==> config.mk <==
export PLATFORM = sky130hd
export DESIGN_NAME = lmrr_row_refresh
export DESIGN_NICKNAME = d
export VERILOG_FILES = /design/src/lmrr_pkg.sv /design/src/lmrr_row_refresh.sv
export SDC_FILE = /design/constraint.sdc
export NUM_CORES = 1
export LEC_CHECK = 0
export ABC_AREA = 1
export BUFFER_PORTS_ARGS = -buffer_cell sky130_fd_sc_hd__buf_2
export CAP_MARGIN = 20
export CORE_AREA = 8 8 143 145
export CTS_BUF_LIST = sky130_fd_sc_hd__clkbuf_4 sky130_fd_sc_hd__clkbuf_8
export CTS_CLUSTER_SIZE = 12
export DETAILED_ROUTE_END_ITERATION = 7
export DIE_AREA = 0 0 151 153
export PLACE_DENSITY_LB_ADDON = 0.15
export SLEW_MARGIN = 25
export SYNTH_ARGS = -nofsm -noshare
export SYNTH_HDL_FRONTEND = slang
export SYNTH_SLANG_ARGS = --single-unit
==> constraint.sdc <==
create_clock -name clk_sys_in -period 2.9 [get_ports clk_sys_in]
set_input_delay 0.145 -clock clk_sys_in [delete_from_list [all_inputs] [get_ports clk_sys_in]]
set_output_delay 0.145 -clock clk_sys_in [all_outputs]
set_load 0.01 [all_outputs]
==> src/lmrr_pkg.sv <==
// constants and types for the led matrix row refresh engine
package lmrr_pkg;
    localparam int unsigned LMRR_CLK_HZ = 250_000_000;
    localparam int unsigned LMRR_ROWS = 8;
    localparam int unsigned LMRR_COLS = 20;
    localparam int unsigned LMRR_DOTS = 160;
    localparam int unsigned LMRR_FRAME_CYCLES = 512;
    localparam int unsigned LMRR_SLOT_CYCLES = 64;
    localparam int unsigned LMRR_CNT_W = 9;
    localparam int unsigned LMRR_PHASE_W = 6;
    localparam int unsigned LMRR_ROW_W = 3;
    localparam logic [5:0] LMRR_BLANK_CYCLES = 6'h04;
    localparam logic [5:0] LMRR_MAX_ON = 6'h3C;
    localparam logic [5:0] LMRR_SLOT_LAST = 6'h3F;
    localparam logic [8:0] LMRR_FRAME_LAST = 9'h1FF;
    localparam logic [2:0] LMRR_UNLIT_ROW = 3'h0;
    localparam logic [2:0] LMRR_PRESCALE_LAST = 3'h7;
    localparam int unsigned LMRR_PRESCALE_DIV = 8;
    localparam int unsigned LMRR_INT_OSC_HZ = 256_000;

    // on-cycles per row slot for each pwm code; code 13 gives 60% of 60
    localparam logic [5:0] LMRR_PWM_ON [16] = '{
        6'h00, 6'h01, 6'h02, 6'h03, 6'h04, 6'h05, 6'h06, 6'h08,
        6'h0A, 6'h0D, 6'h10, 6'h14, 6'h1A, 6'h24, 6'h2E, 6'h3C
    };
    // relative peak current in percent of full scale per peak code
    localparam logic [6:0] LMRR_PEAK_PCT [4] = '{7'h49, 7'h32, 7'h64, 7'h5D};

    typedef struct packed {
        logic sleep_control_bit;
        logic peak_current_bit_high;
        logic peak_current_bit_low;
        logic pwm_bit_3;
        logic pwm_bit_2;
        logic pwm_bit_1;
        logic pwm_bit_0;
    } lmrr_ctrl0_s;

    typedef struct packed {
        logic osc_select_ext;
        logic ext_prescale;
    } lmrr_osc_cfg_s;

    typedef enum logic [1:0] {
        LMRR_ST_SLEEP = 2'b01,
        LMRR_ST_RUN = 2'b10
    } lmrr_state_e;
endpackage

==> src/lmrr_row_refresh.sv <==
// row-scan refresh engine driving row sinks and column current sources
`timescale 1ns/1ns
`default_nettype none

// Operation
// one refresh lasts exactly 512 display cycles
// rows enabled singly, seven of eight per refresh (row zero never enabled)
// each row slot lasts 64 display cycles
// four blank cycles start every row slot
// on-time never exceeds 60 of 64 cycles
// 160 dot bits form 20 columns, 8 rows
// each column selects its bit by row
// at most 20 leds lit, one row
// display timing from internal or external oscillator
// duty equals one eighth times on/64
// pwm and peak current from brightness word
// both peak bits low gives 73 percent
// pwm code 1101 gives 60 percent on-time
// host supplies external oscillator at least 51.2kHz
// prescaler divides only external oscillator by eight
// sleep stops oscillator, blanks drivers, keeps data
// row zero scanned but never lit
// nine-bit counter: row high, phase low
// brightness changes apply at slot boundary
module lmrr_row_refresh #(
    parameter int unsigned INT_OSC_HZ = lmrr_pkg::LMRR_INT_OSC_HZ,
    parameter int unsigned INT_OSC_DIV = lmrr_pkg::LMRR_CLK_HZ / INT_OSC_HZ
) (
    input wire logic clk_sys_in,
    input wire logic rst_n_in,
    input wire logic [lmrr_pkg::LMRR_DOTS-1:0] dot_latch_in,
    input wire lmrr_pkg::lmrr_ctrl0_s ctrl0_in,
    input wire lmrr_pkg::lmrr_osc_cfg_s osc_cfg_in,
    input wire logic ext_osc_in,
    output logic [lmrr_pkg::LMRR_ROWS-1:0] row_sink_out,
    output logic [lmrr_pkg::LMRR_COLS-1:0] col_drive_out,
    output logic [6:0] col_current_pct_out,
    output logic [lmrr_pkg::LMRR_ROW_W-1:0] row_index_out,
    output logic frame_done_out,
    output logic sleeping_out
);
    import lmrr_pkg::*;

    localparam logic [15:0] INT_DIV_LAST = 16'(INT_OSC_DIV - 1);

    // the divider counter is 16 bits wide and needs at least two states
    if (INT_OSC_DIV < 2 || INT_OSC_DIV > 65536) begin : g_div_check
        $error("internal oscillator divider out of range");
    end

    lmrr_state_e state_ff;
    logic [15:0] int_div_ff;
    logic int_tick;
    logic ext_meta_ff;
    logic ext_sync_ff;
    logic ext_prev_ff;
    logic ext_edge;
    logic [2:0] pre_cnt_ff;
    logic ext_tick;
    logic disp_tick;
    logic [LMRR_CNT_W-1:0] refresh_cnt_ff;
    logic [LMRR_CNT_W-1:0] nxt_refresh_cnt;
    logic [LMRR_ROW_W-1:0] row;
    logic [LMRR_PHASE_W-1:0] phase;
    logic slot_end;
    logic [5:0] on_cycles_ff;
    logic [1:0] peak_code_ff;
    logic on_window;
    logic [LMRR_COLS-1:0] col_sel;
    logic drive_en;

    // sleep is entered while the control bit is low; data ports are untouched
    always_ff @(posedge clk_sys_in or negedge rst_n_in) begin
        if (!rst_n_in) begin
            state_ff <= LMRR_ST_SLEEP;
        end else begin
            unique case (state_ff)
                LMRR_ST_SLEEP: begin
                    if (ctrl0_in.sleep_control_bit) begin
                        state_ff <= LMRR_ST_RUN;
                    end
                end
                LMRR_ST_RUN: begin
                    if (!ctrl0_in.sleep_control_bit) begin
                        state_ff <= LMRR_ST_SLEEP;
                    end
                end
                default: begin
                    state_ff <= LMRR_ST_SLEEP;
                end
            endcase
        end
    end

    // internal oscillator: held stopped in sleep to save the toggling
    always_ff @(posedge clk_sys_in or negedge rst_n_in) begin
        if (!rst_n_in) begin
            int_div_ff <= 16'h0000;
        end else if (state_ff == LMRR_ST_SLEEP) begin
            int_div_ff <= 16'h0000;
        end else if (int_div_ff == INT_DIV_LAST) begin
            int_div_ff <= 16'h0000;
        end else begin
            int_div_ff <= int_div_ff + 16'h0001;
        end
    end

    assign int_tick = (state_ff == LMRR_ST_RUN) && (int_div_ff == INT_DIV_LAST);

    // external oscillator pin crosses into clk_sys through two flops
    always_ff @(posedge clk_sys_in or negedge rst_n_in) begin
        if (!rst_n_in) begin
            ext_meta_ff <= 1'b0;
            ext_sync_ff <= 1'b0;
            ext_prev_ff <= 1'b0;
        end else begin
            ext_meta_ff <= ext_osc_in;
            ext_sync_ff <= ext_meta_ff;
            ext_prev_ff <= ext_sync_ff;
        end
    end

    assign ext_edge = ext_sync_ff && !ext_prev_ff;

    always_ff @(posedge clk_sys_in or negedge rst_n_in) begin
        if (!rst_n_in) begin
            pre_cnt_ff <= 3'h0;
        end else if (!osc_cfg_in.ext_prescale) begin
            pre_cnt_ff <= 3'h0;
        end else if (ext_edge) begin
            pre_cnt_ff <= pre_cnt_ff + 3'h1;
        end
    end

    // prescaler applies only to the external source
    assign ext_tick = ext_edge && (!osc_cfg_in.ext_prescale || pre_cnt_ff == LMRR_PRESCALE_LAST);
    assign disp_tick = osc_cfg_in.osc_select_ext ? ext_tick : int_tick;

    // refresh counter: row in the upper bits, slot phase in the lower bits
    assign row = refresh_cnt_ff[LMRR_CNT_W-1:LMRR_PHASE_W];
    assign phase = refresh_cnt_ff[LMRR_PHASE_W-1:0];
    assign slot_end = disp_tick && (phase == LMRR_SLOT_LAST);
    assign nxt_refresh_cnt = refresh_cnt_ff + 9'h001; // wraps to row 0, see

    always_ff @(posedge clk_sys_in or negedge rst_n_in) begin
        if (!rst_n_in) begin
            refresh_cnt_ff <= 9'h000;
        end else if (disp_tick) begin
            refresh_cnt_ff <= nxt_refresh_cnt;
        end
    end

    // brightness sampled only at slot boundaries so a running slot keeps its length
    always_ff @(posedge clk_sys_in or negedge rst_n_in) begin
        if (!rst_n_in) begin
            on_cycles_ff <= 6'h00;
            peak_code_ff <= 2'h0;
        end else if (slot_end) begin
            on_cycles_ff <= LMRR_PWM_ON[{ctrl0_in.pwm_bit_3, ctrl0_in.pwm_bit_2,
                                         ctrl0_in.pwm_bit_1, ctrl0_in.pwm_bit_0}];
            peak_code_ff <= {ctrl0_in.peak_current_bit_high, ctrl0_in.peak_current_bit_low};
        end
    end

    // on window follows the blank; duty is on_cycles/64 of each of the slots for rows 1 to 7, row 0 stays dark
    assign on_window = (phase >= LMRR_BLANK_CYCLES)
        && ((phase - LMRR_BLANK_CYCLES) < on_cycles_ff)
        && ((phase - LMRR_BLANK_CYCLES) < LMRR_MAX_ON);
    assign drive_en = on_window && (state_ff == LMRR_ST_RUN) && (row != LMRR_UNLIT_ROW);

    // one-of-eight selector per column
    for (genvar c = 0; c < LMRR_COLS; c++) begin : g_col
        assign col_sel[c] = dot_latch_in[c * LMRR_ROWS + int'(row)];
    end

    // outputs are registered so the pins never glitch on counter carries
    always_ff @(posedge clk_sys_in or negedge rst_n_in) begin
        if (!rst_n_in) begin
            row_sink_out <= 8'h00;
            col_drive_out <= 20'h00000;
        end else if (drive_en) begin
            row_sink_out <= 8'h01 << row;
            col_drive_out <= col_sel;
        end else begin
            row_sink_out <= 8'h00;
            col_drive_out <= 20'h00000;
        end
    end

    // current level multiplies with the pwm window at the column source
    always_ff @(posedge clk_sys_in or negedge rst_n_in) begin
        if (!rst_n_in) begin
            col_current_pct_out <= 7'h00;
        end else if (drive_en) begin
            col_current_pct_out <= LMRR_PEAK_PCT[peak_code_ff];
        end else begin
            col_current_pct_out <= 7'h00;
        end
    end

    always_ff @(posedge clk_sys_in or negedge rst_n_in) begin
        if (!rst_n_in) begin
            row_index_out <= 3'h0;
            frame_done_out <= 1'b0;
            sleeping_out <= 1'b1;
        end else begin
            row_index_out <= row;
            frame_done_out <= disp_tick && (refresh_cnt_ff == LMRR_FRAME_LAST);
            sleeping_out <= (state_ff == LMRR_ST_SLEEP);
        end
    end

    logic [9:0] chk_ticks_ff;

    always_ff @(posedge clk_sys_in or negedge rst_n_in) begin
        if (!rst_n_in) begin
            chk_ticks_ff <= 10'h000;
        end else if (disp_tick && refresh_cnt_ff == LMRR_FRAME_LAST) begin
            chk_ticks_ff <= 10'h000;
        end else if (disp_tick) begin
            chk_ticks_ff <= chk_ticks_ff + 10'h001;
        end
    end

    // external pin edges since the last divided tick, counted apart from the prescaler itself
    logic [3:0] chk_edges_ff;

    always_ff @(posedge clk_sys_in or negedge rst_n_in) begin
        if (!rst_n_in) begin
            chk_edges_ff <= 4'h0;
        end else if (!osc_cfg_in.ext_prescale) begin
            chk_edges_ff <= 4'h0;
        end else if (ext_edge && chk_edges_ff == 4'h7) begin
            chk_edges_ff <= 4'h0;
        end else if (ext_edge) begin
            chk_edges_ff <= chk_edges_ff + 4'h1;
        end
    end
endmodule

`default_nettype wire

==> run metrics <==
status=complete, no violations; port bufs=211; Routed wire per std cell=14.0 um; Routed Antenna Nets=0; Starting Density=29.4%; Sw Share=34.4%; clk buf depth=2; RSZ-0062 raised after global routing=false; Flop pwr share=39.6%; most frequent cells after synthesis=nand2_1 (248), nor2_1 (127), inv_1 (119); TritonCTS buffer count=9; crit-path max FO=33; CTS tree=yes; clock root cell=clkbuf_8; crit path kind=reg2reg; NetSw=1.12 mW; Slew Limit Fails=0; final worst-path cycle share=80.4%; post-layout util=37.6%; Via Count=5438; syn avg cell area=6.65 um2; Post-Layout Cell Count=1248; Hold Worst Slack=0.0263 ns; H-Tree Depth=3; Pwr Density=473 mW/mm2; vias in the first global route=5565; cell taking the most area after synthesis=dfrtp_1; FMAX=429 MHz; Worst Tran Pin Value=0.891 ns; top post-synthesis cells by area=dfrtp_1 (36%), nand2_1 (17%), nor2_1 (8.9%); setup bufs post-CTS=0; TNS Setup=0 ns; Main synth FF type=dfrtp_1; crit path capture type=flop; Die Y=153 um; Slew headroom=40.6%; VDD IR-drop max=0.000241 V; syn_nets=1002; Yosys top cell area share=36.3%; final RePlAce weighted congestion=0.797; Multi-input gate area=0.00271 mm2; CP arrival=2.55 ns; final instance area=0.00686 mm2; maxcap violations=0; Post-CTS Resized=0; 1st-iter DRT viols=191; I/O pins=212; vias per cell=4.36; CP startpoint kind=flop; die span in x=151 um; largest net degree at the start of global routing=69; Power Total=3.24 mW; share of cells above drive strength 1=27.9%; synthesized area=0.00537 mm2; Sink Count=80; Area after DPL=0.00661 mm2; HPWL Detailed=13500 um; Hold Crit Class=in2reg; # diodes=0; Gate power share=31.2%; most common cell in the synthesized netlist=nand2_1; clk slew on worst S/H paths=0.08 ns; Synth Register Bits=80; initial antenna violation count=2; DRC viols=0; Clock Skew=0.0118 ns; YS warnings=0; nets=1204; LEAKAGE=4.00 nW; Sequential Area=0.00201 mm2; pre-CTS worst setup slack=0.577 ns; global-route total usage across every layer=15.1%; Detailed Routing Iterations Pass 1=6; global-route wire length before repair=28000 um; final worst path period need=2.33 ns; ys async rst share=100%; row cnt=50; Post-synth EDFFs=0; Cells after Synth=807; setup violators final=0; synth unique cells=32; Int Pwr=2.13 mW; sequential share of the synthesized area=37.3%; Final Hold Violating Endpoints=0; cell count after placement=1229; clock group share of total power=29.3%; core area=0.0183 mm2; Die ar.=0.0231 mm2; # hold bufs at CTS=3; synthesis-to-layout area growth=27.7%; Clock Latency Late Sink=0.36 ns; final global-route overflow total=0; setup ws final=0.569 ns; fillers=2064; Post-Route WL=17400 um; worst path required time=3.11 ns
[registers in the layout (all words and copies together), names as in the netlist, 2 cells and up]
signal / cells
col_current_pct_out: 6
state_ff: 2
refresh_cnt_ff: 9
peak_code_ff: 2
row_sink_out: 8
on_cycles_ff: 6
col_drive_out: 20
row_index_out: 3
int_div_ff: 16
pre_cnt_ff: 3
[cells by family (layout without fill, tap and decap cells)]
kind of cell	after synthesis	count (layout)	share of synthesized area [%]
other	1	1	0.0698
xor gates and xnor gates	10	10	1.63
AOI/OAI and AO/OA	62	62	6.06
adders and majority gates	23	23	5.36
DFF	80	80	37.3
and+or+nand+nor	474	474	37.3
buffers and inverters	157	364	12.3
[critical path, stage by stage, from the launching register on]
cell and delay (ns):
dfrtp_1 0.42, inv_1 0.13, ha_1 0.24, xnor2_1 0.20
inv_1 0.07, ha_1 0.27, nand2_1 0.05, o21ai_0 0.15
nor2_1 0.07, nand3_2 0.05, buf_4 0.46, nor2_1 0.09
[routing by layer]
metal  GRT usage, %  up-vias  routed length [um]
met5              0        -                  21
met1           18.6     2422                7600
met4           3.68        4                 167
met2           25.7      147                8440
met3           3.81       14                1190
li1               -     2851                   -
[cell type report]
cell class	instances	share of cell area [%]
flip-flops and latches	80	29.2
repair buffers	224	17.0
clock inverters	3	0.948
multi-input cells	570	39.5
clock buffers	13	2.33
inverters	124	6.78
well taps	234	4.27
[cells in the final DEF, fill, tap and decap left out, types with 2 or more instances in the layout]
cell / netlist / layout
clkbuf_4: 0 / 3
buf_2: 15 / 210
nand2_1: 248 / 248
nor2_2: 33 / 34
nand3_1: 30 / 30
buf_4: 4 / 11
o21ai_0: 45 / 45
nand2_2: 2 / 2
xor2_1: 8 / 8
ha_1: 23 / 23
inv_2: 5 / 5
dfstp_2: 2 / 2
nor3_1: 5 / 5
o22ai_1: 2 / 2
nor2_1: 127 / 126
clkbuf_8: 0 / 10
nor3b_1: 3 / 3
a21oi_1: 3 / 3
o211ai_1: 2 / 2
o21ai_1: 7 / 7
nand4_1: 23 / 23
bufinv_16: 0 / 2
inv_1: 119 / 119
dlygate4sd3_1: 0 / 3
xnor2_1: 2 / 2
dfrtp_1: 78 / 77
[worst paths after layout]
check / startpoint / endpoint / slack, ns / cells past startpoint
max in group asynchronous: rst_n_in / row_sink_out[4] / 1.79 / 3
hold / removal: ctrl0_in[5] / peak_code_ff[1] / 0.03 / 3
setup reg to reg: refresh_cnt_ff[2] / row_sink_out[7] / 0.57 / 11
setup / recovery: refresh_cnt_ff[2] / row_sink_out[7] / 0.57 / 11
hold reg to reg: ext_meta_ff / ext_sync_ff / 0.37 / 0
min in group asynchronous: rst_n_in / int_div_ff[11] / 0.46 / 2
[power groups by stage]
| stage | Combinational (mW) | Sequential, mW | Clock, mW |
|---|---|---|---|
| finish | 1.01 | 1.28 | 0.949 |
| global route | 1.18 | 1.30 | 1.02 |
| CTS | 1.03 | 1.28 | 0.983 |
| detailed placement | 1.03 | 1.30 | 0 |
| global placement | 1.03 | 1.30 | 0 |
| floorplan | 0.667 | 1.29 | 0 |
Note: power is estimated with default switching activity, not from simulation.
